File: src/rtl/ssp_pkg.sv
// shared constants and types of the serial port register block
// assumes a 125 MHz mclk and a word-addressed register index on the bus
package ssp_pkg;

  // ****************************************************************
  // register indices (byte address is four times the index)
  // ****************************************************************
  localparam int ADDR_W = 10;
  localparam logic [9:0] IDX_BUF = 10'h18C;
  localparam logic [9:0] IDX_DIV = 10'h18D;
  localparam logic [9:0] IDX_MASK = 10'h18E;
  localparam logic [9:0] IDX_STAT = 10'h18F;
  localparam logic [9:0] IDX_CTRL = 10'h1A0;

  // ****************************************************************
  // reset values
  // ****************************************************************
  localparam logic [7:0] DIV_RST = 8'h00;
  localparam logic [7:0] MASK_RST = 8'hFF;
  localparam logic [7:0] BUF_RST = 8'h00;
  localparam logic [3:0] MODE_RST = 4'h0;

  // ****************************************************************
  // status register fields
  // ****************************************************************
  localparam int STAT_SMP = 7;
  localparam int STAT_CKE = 6;
  localparam int STAT_DA = 5;
  localparam int STAT_P = 4;
  localparam int STAT_S = 3;
  localparam int STAT_RW = 2;
  localparam int STAT_UA = 1;
  localparam int STAT_BF = 0;

  // ****************************************************************
  // control register fields
  // ****************************************************************
  localparam int CTRL_MODE_LSB = 0;
  localparam int CTRL_EN = 4;
  localparam int CTRL_STOP = 5;
  localparam int CTRL_COLL = 6;

  // ****************************************************************
  // timing counts
  // ****************************************************************
  localparam int CLK_PERIOD_NS = 8;
  localparam logic [4:0] SPI_HALVES = 5'h10;
  localparam logic [4:0] I2C_HALVES = 5'h12;

  // ****************************************************************
  // modes and stop sequence states
  // ****************************************************************
  typedef enum logic [3:0] {
    MODE_SPI_MASTER = 4'h0,
    MODE_SPI_SLAVE = 4'h4,
    MODE_I2C_SLAVE7 = 4'h6,
    MODE_I2C_SLAVE10 = 4'h7,
    MODE_I2C_MASTER = 4'h8
  } ssp_mode_t;

  typedef enum logic [2:0] {
    ST_IDLE = 3'h0,
    ST_SDA_LOW = 3'h1,
    ST_SCL_REL = 3'h3,
    ST_HOLD = 3'h2,
    ST_SDA_REL = 3'h6
  } ssp_stop_t;

endpackage

File: src/rtl/ssp_baud_counter.sv
// baud down-counter, stepped at half the mclk rate
// assumes reload and run come from flops on the same clock
`timescale 1ns/100ps
module ssp_baud_counter
  import ssp_pkg::*;
#(
  parameter int W = 8
) (
  input wire logic mclk,
  input wire logic rst,
  input wire logic reload,
  input wire logic run,
  input wire logic [W-1:0] divider,
  output logic tick
);

  typedef struct packed {
    logic [W-1:0] cnt;
    logic pre;
  } ssp_bc_t;

  ssp_bc_t q;
  ssp_bc_t n;

  // expiry once per half period of the serial clock
  assign tick = run && q.pre && (q.cnt == '0) && !reload;

  // ****************************************************************
  // count logic
  // ****************************************************************
  always_comb begin
    n = q;
    if (reload) begin
      n.cnt = divider;
      n.pre = 1'b0;
    end else if (run) begin
      n.pre = ~q.pre;
      if (q.pre) begin
        if (q.cnt == '0) begin
          n.cnt = divider;
        end else begin
          n.cnt = q.cnt - 1'b1;
        end
      end
    end
  end

  // state register; holds its value while run and reload are low
  always_ff @(posedge mclk) begin
    if (rst) begin
      q <= '0;
    end else begin
      q <= n;
    end
  end

endmodule

File: src/rtl/ssp_core.sv
// serial port core: registers, baud clock, stop sequence, collisions
// assumes open-drain scl/sda resolved outside, Avalon-MM master on bus
//
// How it works
// - sda low after stop count means collision
// - scl low before sda rises means collision
// - stop: sda low, release scl, count, sample
// - buffer write in an enabled master mode reloads and starts baud counter
// - idle baud counter stops, clock pin holds
// - divider reloaded every serial half period
// - serial period is four times divider plus one
// - counter steps at half mclk rate
// - seven-bit address in divider bits 7:1
// - ten-bit high byte uses bits 2:1
// - ten-bit low byte uses all bits
// - mask bits 7:1 select compared bits
// - mask bit zero only in ten-bit mode
// - spi master sample phase from smp bit
// - two-wire smp selects slew rate control
// - spi clock edge bit picks shift edge
// - two-wire clock edge bit selects thresholds
// - data/address flag shows last byte kind
// - stop flag set when stop seen last
// - start/stop flags cleared by reset, disable
// - collision sets flag, returns port idle
// - collision aborts stop, releases lines
`timescale 1ns/100ps
module ssp_core
  import ssp_pkg::*;
(
  input wire logic mclk,
  input wire logic rst,
  input wire logic [ADDR_W-1:0] av_address,
  input wire logic av_read,
  input wire logic av_write,
  input wire logic [31:0] av_writedata,
  output logic [31:0] av_readdata,
  output logic av_waitrequest,
  input wire logic scl_in,
  output logic scl_out,
  output logic scl_oe,
  input wire logic sda_in,
  output logic sda_out,
  output logic sda_oe,
  output logic sck_out,
  input wire logic rx_valid,
  input wire logic [7:0] rx_byte,
  input wire logic rx_is_addr,
  input wire logic rx_hi_byte,
  output logic addr_match,
  output logic collision,
  output logic spi_sample_end,
  output logic spi_shift_on_idle,
  output logic slew_enable,
  output logic smbus_inputs
);

  typedef struct packed {
    logic [2:0] scl_s;
    logic [2:0] sda_s;
    logic scl_f;
    logic sda_f;
    logic [7:0] buf_r;
    logic [7:0] div_r;
    logic [7:0] mask_r;
    logic sample_phase_bit;
    logic cke;
    logic da;
    logic p;
    logic s;
    logic bf;
    logic [3:0] mode;
    logic en;
    logic stop_req;
    logic coll;
    ssp_stop_t st;
    logic [4:0] run_cnt;
    logic clk_lvl;
    logic scl_oe;
    logic sda_oe;
    logic sck;
    logic load;
    logic wait_r;
    logic [7:0] rdata;
    logic match;
    logic smp_spi;
    logic cke_spi;
    logic slew;
    logic smbus;
  } ssp_state_t;

  ssp_state_t q;
  ssp_state_t n;
  logic tick;
  logic brg_run;
  logic spi_m;
  logic i2c_m;
  logic i2c_any;
  logic spi_any;
  logic wr;
  logic rd;
  logic coll_ev;
  logic [7:0] stat_v;
  logic [7:0] ctrl_v;
  logic [7:0] diff;
  logic [7:0] cmp;

  // ****************************************************************
  // mode decode and baud counter
  // ****************************************************************
  assign spi_m = (q.mode == MODE_SPI_MASTER);
  assign i2c_m = (q.mode == MODE_I2C_MASTER);
  assign spi_any = spi_m || (q.mode == MODE_SPI_SLAVE);
  assign i2c_any = !spi_any;
  assign brg_run = (q.run_cnt != 5'h00) || (q.st == ST_HOLD) ||
                   (q.st == ST_SDA_REL);

  ssp_baud_counter #(
    .W(8)
  ) u_brg (
    .mclk(mclk),
    .rst(rst),
    .reload(q.load),
    .run(brg_run),
    .divider(q.div_r),
    .tick(tick)
  );

  // ****************************************************************
  // register read views
  // ****************************************************************
  always_comb begin
    stat_v = 8'h00;
    stat_v[STAT_SMP] = q.sample_phase_bit;
    stat_v[STAT_CKE] = q.cke;
    stat_v[STAT_DA] = q.da;
    stat_v[STAT_P] = q.p;
    stat_v[STAT_S] = q.s;
    stat_v[STAT_RW] = (q.run_cnt != 5'h00);
    stat_v[STAT_UA] = 1'b0;
    stat_v[STAT_BF] = q.bf;
    ctrl_v = 8'h00;
    ctrl_v[CTRL_MODE_LSB +: 4] = q.mode;
    ctrl_v[CTRL_EN] = q.en;
    ctrl_v[CTRL_STOP] = q.stop_req;
    ctrl_v[CTRL_COLL] = q.coll;
  end

  // address compare, masked per slave mode
  always_comb begin
    diff = rx_byte ^ q.div_r;
    cmp = {q.mask_r[7:1], 1'b0};
    if (q.mode == MODE_I2C_SLAVE10) begin
      if (rx_hi_byte) begin
        cmp = {5'h00, q.mask_r[2:1], 1'b0};
      end else begin
        cmp = q.mask_r;
      end
    end
  end

  // bus strobes: write and read take effect when waitrequest is low
  assign wr = av_write && !q.wait_r;
  assign rd = av_read && !q.wait_r;

  // ****************************************************************
  // next state
  // ****************************************************************
  always_comb begin
    n = q;
    n.load = 1'b0;
    coll_ev = 1'b0;

    // three-stage pin synchronisers with agreement filter
    n.scl_s = {q.scl_s[1:0], scl_in};
    n.sda_s = {q.sda_s[1:0], sda_in};
    if (q.scl_s[2] == q.scl_s[1]) begin
      n.scl_f = q.scl_s[2];
    end
    if (q.sda_s[2] == q.sda_s[1]) begin
      n.sda_f = q.sda_s[2];
    end

    if (i2c_any && q.scl_f && n.scl_f) begin
      if (n.sda_f && !q.sda_f) begin
        n.p = 1'b1;
        n.s = 1'b0;
      end else if (!n.sda_f && q.sda_f) begin
        n.s = 1'b1;
        n.p = 1'b0;
      end
    end

    // bus handshake: one wait cycle then answer
    if ((av_read || av_write) && q.wait_r) begin
      n.wait_r = 1'b0;
      case (av_address)
        IDX_BUF: n.rdata = q.buf_r;
        IDX_DIV: n.rdata = q.div_r;
        IDX_MASK: n.rdata = q.mask_r;
        IDX_STAT: n.rdata = stat_v;
        IDX_CTRL: n.rdata = ctrl_v;
        default: n.rdata = 8'h00;
      endcase
    end else begin
      n.wait_r = 1'b1;
    end

    // reading the buffer empties it
    if (rd && av_address == IDX_BUF) begin
      n.bf = 1'b0;
    end

    // received bytes from the shifter
    if (rx_valid && i2c_any && !i2c_m) begin
      n.buf_r = rx_byte;
      n.bf = 1'b1;
      n.da = !rx_is_addr;
      if (rx_is_addr) begin
        n.match = ((diff & cmp) == 8'h00);
      end
    end

    // register writes
    if (wr) begin
      case (av_address)
        IDX_BUF: begin
          n.buf_r = av_writedata[7:0];
          n.bf = 1'b1;
          if (q.en && (spi_m || i2c_m) && q.st == ST_IDLE) begin
            n.load = 1'b1;
            n.run_cnt = spi_m ? SPI_HALVES : I2C_HALVES;
          end
        end
        IDX_DIV: n.div_r = av_writedata[7:0];
        IDX_MASK: n.mask_r = av_writedata[7:0];
        IDX_STAT: begin
          n.sample_phase_bit = av_writedata[STAT_SMP];
          n.cke = av_writedata[STAT_CKE];
        end
        IDX_CTRL: begin
          n.mode = av_writedata[CTRL_MODE_LSB +: 4];
          n.en = av_writedata[CTRL_EN];
          if (av_writedata[CTRL_STOP]) begin
            n.stop_req = 1'b1;
          end
          if (av_writedata[CTRL_COLL]) begin
            n.coll = 1'b0;
          end
        end
        default: n.en = q.en;
      endcase
    end

    if (q.run_cnt != 5'h00 && tick) begin
      n.clk_lvl = ~q.clk_lvl;
      n.run_cnt = q.run_cnt - 5'h01;
      if (q.run_cnt == 5'h01) begin
        n.bf = 1'b0;
      end
    end
    if (spi_m) begin
      n.sck = n.clk_lvl;
    end else if (i2c_m && q.st == ST_IDLE) begin
      n.scl_oe = !n.clk_lvl;
    end

    // stop sequence with arbitration checks
    case (q.st)
      ST_IDLE: begin
        if (q.stop_req && i2c_m && q.en && q.run_cnt == 5'h00) begin
          n.sda_oe = 1'b1;
          n.scl_oe = 1'b1;
          n.st = ST_SDA_LOW;
        end
      end
      ST_SDA_LOW: begin
        if (!q.sda_f) begin
          n.scl_oe = 1'b0;
          n.st = ST_SCL_REL;
        end
      end
      ST_SCL_REL: begin
        if (q.scl_f) begin
          n.load = 1'b1;
          n.st = ST_HOLD;
        end
      end
      ST_HOLD: begin
        if (!q.scl_f) begin
          coll_ev = 1'b1;
        end else if (tick) begin
          n.sda_oe = 1'b0;
          n.load = 1'b1;
          n.st = ST_SDA_REL;
        end
      end
      ST_SDA_REL: begin
        if (!q.scl_f && !q.sda_f) begin
          coll_ev = 1'b1;
        end else if (tick) begin
          if (!q.sda_f) begin
            coll_ev = 1'b1;
          end else begin
            n.stop_req = 1'b0;
            n.st = ST_IDLE;
          end
        end
      end
      default: n.st = ST_IDLE;
    endcase

    if (coll_ev) begin
      n.coll = 1'b1;
      n.st = ST_IDLE;
      n.stop_req = 1'b0;
      n.scl_oe = 1'b0;
      n.sda_oe = 1'b0;
      n.run_cnt = 5'h00;
      n.clk_lvl = 1'b1;
      n.bf = 1'b0;
    end

    if (!n.en) begin
      n.p = 1'b0;
      n.s = 1'b0;
      n.st = ST_IDLE;
      n.stop_req = 1'b0;
      n.scl_oe = 1'b0;
      n.sda_oe = 1'b0;
      n.run_cnt = 5'h00;
      n.clk_lvl = 1'b1;
    end

    n.smp_spi = spi_m && n.sample_phase_bit;
    n.cke_spi = spi_any && n.cke;
    n.slew = i2c_any && !n.sample_phase_bit;
    n.smbus = i2c_any && n.cke;
  end

  // ****************************************************************
  // state register
  // ****************************************************************
  always_ff @(posedge mclk) begin
    if (rst) begin
      q <= '0;
      q.scl_s <= 3'h7;
      q.sda_s <= 3'h7;
      q.scl_f <= 1'b1;
      q.sda_f <= 1'b1;
      q.buf_r <= BUF_RST;
      q.div_r <= DIV_RST;
      q.mask_r <= MASK_RST;
      q.mode <= MODE_RST;
      q.st <= ST_IDLE;
      q.clk_lvl <= 1'b1;
      q.wait_r <= 1'b1;
    end else begin
      q <= n;
    end
  end

  // ****************************************************************
  // outputs
  // ****************************************************************
  assign av_readdata = {24'h000000, q.rdata};
  assign av_waitrequest = q.wait_r;
  assign scl_out = 1'b0;  // open drain: only ever pulls low
  assign sda_out = 1'b0;
  assign scl_oe = q.scl_oe;
  assign sda_oe = q.sda_oe;
  assign sck_out = q.sck;
  assign addr_match = q.match;
  assign collision = q.coll;
  assign spi_sample_end = q.smp_spi;
  assign spi_shift_on_idle = q.cke_spi;
  assign slew_enable = q.slew;
  assign smbus_inputs = q.smbus;

endmodule

File: config.mk
export PLATFORM = sky130hd
export DESIGN_NAME = ssp_core
export DESIGN_NICKNAME = d
export VERILOG_FILES = /design/src/rtl/ssp_pkg.sv /design/src/rtl/ssp_baud_counter.sv /design/src/rtl/ssp_core.sv
export SDC_FILE = /design/constraint.sdc
export NUM_CORES = 1
export LEC_CHECK = 0
export BUFFER_PORTS_ARGS = -buffer_cell sky130_fd_sc_hd__buf_4
export CORE_MARGIN = 1.5
export CORE_UTILIZATION = 45
export DETAILED_ROUTE_END_ITERATION = 8
export MAX_ROUTING_LAYER = met4
export PLACE_DENSITY = 0.75
export SLEW_MARGIN = 20
export SYNTH_ARGS = -nofsm -noshare
export SYNTH_HDL_FRONTEND = slang
export SYNTH_SLANG_ARGS = --single-unit
File: constraint.sdc
create_clock -name mclk -period 2.3 [get_ports mclk]
set_input_delay 0.23 -clock mclk [delete_from_list [all_inputs] [get_ports mclk]]
set_output_delay 0.23 -clock mclk [all_outputs]
set_load 0.005 [all_outputs]
== Word level (Yosys, flattened, before mapping) ==
Index checks and enable logic that the tools add are counted.

* Output and inout port bits: 44
* Input bits: 59
* Flip-flop bits (word level): 81

* Eq/ne operators: 23
* Multiplexer cells: 68
* Bitwise operators: 5
* Reduce and logical (&&, ||, !) cells: 70
* Add/sub/neg operators: 2

{| class="wikitable"
|+ Operator list
! kind !! count
|-
| $mux 8 || 9
|-
| $eq 10x9->1 const B || 5
|-
| $pmux 8 s5 || 1
|-
| $mux 1 || 30
|-
| $mux 26 || 1
|-
| $logic_and 1x1->1 || 25
|-
| $mux 3 || 8
|-
| $reduce_bool 2->1 || 10
|-
| $mux 9 || 2
|-
| $logic_not 8->1 || 2
|-
| $mux 5 || 3
|-
| $pmux 3 s5 || 1
|-
| $ne 2x2->1 const B || 7
|-
| $mux 12 || 1
|-
| $mux 2 || 6
|-
| $reduce_and 2->1 || 6
|-
| $logic_not 1->1 || 10
|-
| $and 8x8->8 || 1
|-
| $eq 4x3->1 const B || 2
|-
| $pmux 1 s2 || 4
|-
| $reduce_and 8->1 || 1
|-
| $sub 8x1->8 const B || 1
|-
| $xor 8x8->8 || 1
|-
| $eq 3x2->1 const B || 2
|-
| other kinds (19) || 29
|}

== Longest topological paths before layout ==
* Depth in word-level cells: 14
* Gate-level depth with buffers: 9
* Mapped depth without buffers: 7

== By module ==
A second synthesis with hierarchy kept.

* Cell total of the unflattened synthesis: 496
* Area, all modules: 4416.7 sq um

{| class="wikitable"
|+ Modules (own cells, without submodules)
! module !! cells each !! sequential area each (sq um) !! area an instance (sq um) !! times used
|-
| ssp_core || 422 || 1441.4 || 3823.7 || 1
|-
| ssp_baud_counter || 74 || 180.2 || 593.1 || 1
|}

== Least setup slack after synthesis ==
OpenSTA, ideal clock, no wires.

* Kind: register -> register
* Start: register u_brg.q[1] (netlist name)
* End: register q[18] (netlist name)
* Setup time: 123 ps
* Stages on the path, launching flop included: 9
* Setup slack: 148 ps
* Arrival time: 2029 ps
* Buffers on the path: 2
* Path through: dfxtp_1 > inv_1 > ha_1 > or4b_1 > clkbuf_2 > or4_1 > buf_6 > xnor2_4 > or2_2

* Longest elaborated chain between the ends: 7
* Elaborated cells between the ends (all ways): 9

{| class="wikitable"
|+ RTL lines
! what !! line !! source
|-
| start: declaration || ssp_baud_counter.sv:22 || <nowiki>ssp_bc_t q;</nowiki>
|-
| start signal: assignment || ssp_baud_counter.sv:53 || <nowiki>q <= n;</nowiki>
|-
| $logic_not 8->1 (*) || ssp_baud_counter.sv:26 || <nowiki>assign tick = run && q.pre && (q.cnt == '0) && !reload;</nowiki>
|-
| $logic_and 1x1->1 (*) (2 in series) || ssp_baud_counter.sv:26 ||
|-
| $mux 1 || ssp_core.sv:301 || <nowiki>end else if (tick) begin</nowiki>
|-
| $mux 1 || ssp_core.sv:299 || <nowiki>if (!q.scl_f && !q.sda_f) begin</nowiki>
|-
| $pmux 1 s2 || ssp_core.sv:269 || <nowiki>case (q.st)</nowiki>
|-
| $reduce_or 3->1 (no source line) || -- ||
|-
| end signal: assignment || ssp_core.sv:359 || <nowiki>q <= n;</nowiki>
|-
| end: declaration || ssp_core.sv:92 || <nowiki>ssp_state_t q;</nowiki>
|}

Mark *: on every way between the ends. The rest lies on a longest branch, timed or not.
A chain may end at the register's enable or synchronous reset.

== Worst setup path after layout ==
Ends and elaborated chain as after synthesis.

==> impl_metrics.tcl <==
set metrics [dict create \
    status "finished, final reports clean" \
    synth_cell_type_count 65 \
    wl_um 11050 \
    period_needed_ps 2243 \
    synth_common_cells "dfxtp_1, nand2_1, nor2_1" \
    crit_arrival_ps 2490 \
    yosysSeqAreaShare_pct 37.91 \
    via_count 3891 \
    crit_start "u_brg.q[1]" \
    final_cells 691 \
    synthMostInstantiatedCell "dfxtp_1" \
    clock_latency_ps 350 \
    min_path_type "primary input to flip-flop" \
    holdPathStages 2 \
    max_slew_margin_pct 59.94 \
    synth_top_area_cell "dfxtp_1" \
    cp-end-kind "flip-flop" \
    grt_pass1_vias 3573 \
    hold_viol 0 \
    cts.sinks 81 \
    power_mw 2.684 \
    drive_gt1_share_pct 21.35 \
    gp_congestion 0.9332 \
    synth_edf_count 0 \
    p_leak_nw 2.010 \
    initial_core_util_pct 46.30 \
    die_x_um 100.5 \
    period_share_pct 97.52 \
    syn_to_final_growth_pct 15.76 \
    cts_tree "done" \
    grtUsageTotal_pct 22.96 \
    synth_seq_cells 81 \
    vdd.ir_drop.worst_mv 0.2974 \
    antenna_found_initial 0 \
    dp_cells 673 \
    worst_pin_slew_ps 596.9 \
    rr_startpoint "u_brg.q[1]" \
    setup_viol 0 \
    r2r_slack_ps 60 \
    grt_max_degree 48 \
    cts_root_buffer "clkbuf_8" \
    yosys-top-cells-area "dfxtp_1, buf_4, a21oi_1" \
    grt_pass1_wl_um 17620 \
    syn_area_um2 4278 \
    powerDensity_nw_per_um2 541.9 \
    ys_warn_count 0 \
    crit_path_end "q[18]" \
    ant_nets 0 \
    fin_util_pct 53.60 \
    avgViaCountPerCell 5.631 \
    async_reset_ff_share_pct 0 \
    clk_path_buf_depth 2 \
    ios 103 \
    cp-start-kind "flip-flop" \
    crit_required_ps 2550 \
    r2r_end "q[18]" \
    cts.clk_slew.worst_paths_ps 90 \
    clock_skew_ps 7.745 \
    cts_buffers 9 \
    drt_iter0_drc 223 \
    drc_errors 0 \
    port_buffers 52 \
    die-area_um2 10100 \
    ctsHtreeMaxLevel 3 \
    r2r_cells 7 \
    avgSynthCellArea_um2 8.421 \
    path_class "flip-flop to flip-flop" \
    antenna_cells 0 \
    rsz0062_at_grt "yes" \
    drv_slew 0 \
    worst_slack_ps 57.02 \
    post-place-ws_ps 27.51 \
    ctsHoldBuffers 0 \
    max_freq_mhz 445.8 \
    dr.pass1.iters 5 \
    ys.flop_type "dfxtp_1" \
    synth_top_area_share_pct 37.91 \
    postSynthCellCount 508 \
    drt-wirelength-per-cell_um 15.99 \
    num_rows 35 \
    die_h_um 100.5 \
    num-nets-final 622 \
    grt_remaining_overflow 0 \
    drv_cap 0 \
    core_area_um2 9240 \
    crit_path_max_fanout 5 \
    dp_hpwl_um 7868 \
]
-- stage by stage --
stage | hold slack, ps | area (um^2) | setup TNS [ps]
after floorplan | 333.8 | 4372 | 0
after global placement | 397.4 | 4693 | 0
after detailed placement | 402.1 | 4693 | 0
after CTS | 43.05 | 4890 | 0
after global routing | 53.61 | 4952 | -21.78
final | 53.78 | 4952 | 0
-- final cells by class --
type | count | area [um^2]
Fill cell | 881 | 4288
Multi-Input combinational cell | 381 | 2369
Sequential cell | 81 | 1624
Timing Repair Buffer | 72 | 556.8
Tap cell | 129 | 161.4
Clock buffer | 11 | 141.4
Clock inverter | 5 | 55.05
Inverter | 12 | 45.04
-- layer usage --
layer,vias to the layer above,track usage [%],share of wire (%)
met5,-,-,0
met4,0,11.48,3.6
met3,29,2.913,5.9
met2,157,35.79,46
met1,1826,29.44,44
li1,1879,-,-
-- cells in the final DEF, fill, tap and decap left out, drive strengths merged, types with 4 or more instances in the layout --
cell type,synthesis,routed
dfxtp,81,81
buf,43,72
nor2,49,49
nand2,49,49
a21oi,37,37
conb,1,26
o21ai,25,25
nor3,20,20
nand3,18,18
mux2i,16,16
a311oi,12,12
inv,12,12
clkbuf,17,11
or2,10,10
xor2,8,8
o2bb2ai,7,7
a221oi,7,7
nor2b,6,6
mux2,6,6
ha,6,6
nor4b,6,6
and4b,5,5
nand2b,5,5
a31oi,5,5
nor4,5,5
and2,4,4
a21o,4,4
-- flip-flops by register name, indices dropped and copies added, names as in the netlist --
name and cells:
n 4, scl_oe 1, addr_match 1, av_waitrequest 1, q 44, sck_out 1, spi_shift_on_idle 1, sda_oe 1
av_readdata 8, u_brg.q 9, smbus_inputs 1, spi_sample_end 1, collision 1, ctrl_v 6, slew_enable 1
-- cells by family (layout without fill, tap and decap cells) --
logic type / after synthesis / count (layout) / share of synthesized area [%]
xor+xnor: 10 / 10 / 2.486
mux: 23 / 23 / 5.849
compound gates: 120 / 120 / 18.49
fa+ha+maj: 7 / 7 / 1.989
other cells: 1 / 26 / 0.08766
flops: 81 / 81 / 37.91
buf+inv: 72 / 100 / 9.769
simple gates: 194 / 195 / 23.43
-- power by group --
group          internal [mW]  switching (mW)
Clock                  0.528           0.538
Sequential              1.42         0.00797
Combinational         0.0857           0.108
Total                   2.03           0.654
-- worst max-delay path, stage by stage, from the launching register on --
cell     delay [ps]
dfxtp_2         350
inv_2            60
ha_2            170
or4b_4          490
or4_4           530
buf_12          150
xnor2_4         120
or2_2           270
-- worst min-delay path by stage --
stage                start  endpoint  slack [ps]
detailed placement   n[70]     n[71]         400
finish              sda_in     n[67]          50
CTS                 sda_in     n[67]          40
floorplan           sda_in     n[67]         330
global route        scl_in     n[70]          50
global placement     n[67]     n[68]         400
-- timing repair --
action / CTS / global route
endpoints found under the setup margin: 0 / 13
hold endpoints to repair: 0 / 0
gates resized for setup: 0 / 11
setup buffers: 0 / 1
(Power assumes the default switching activity.)
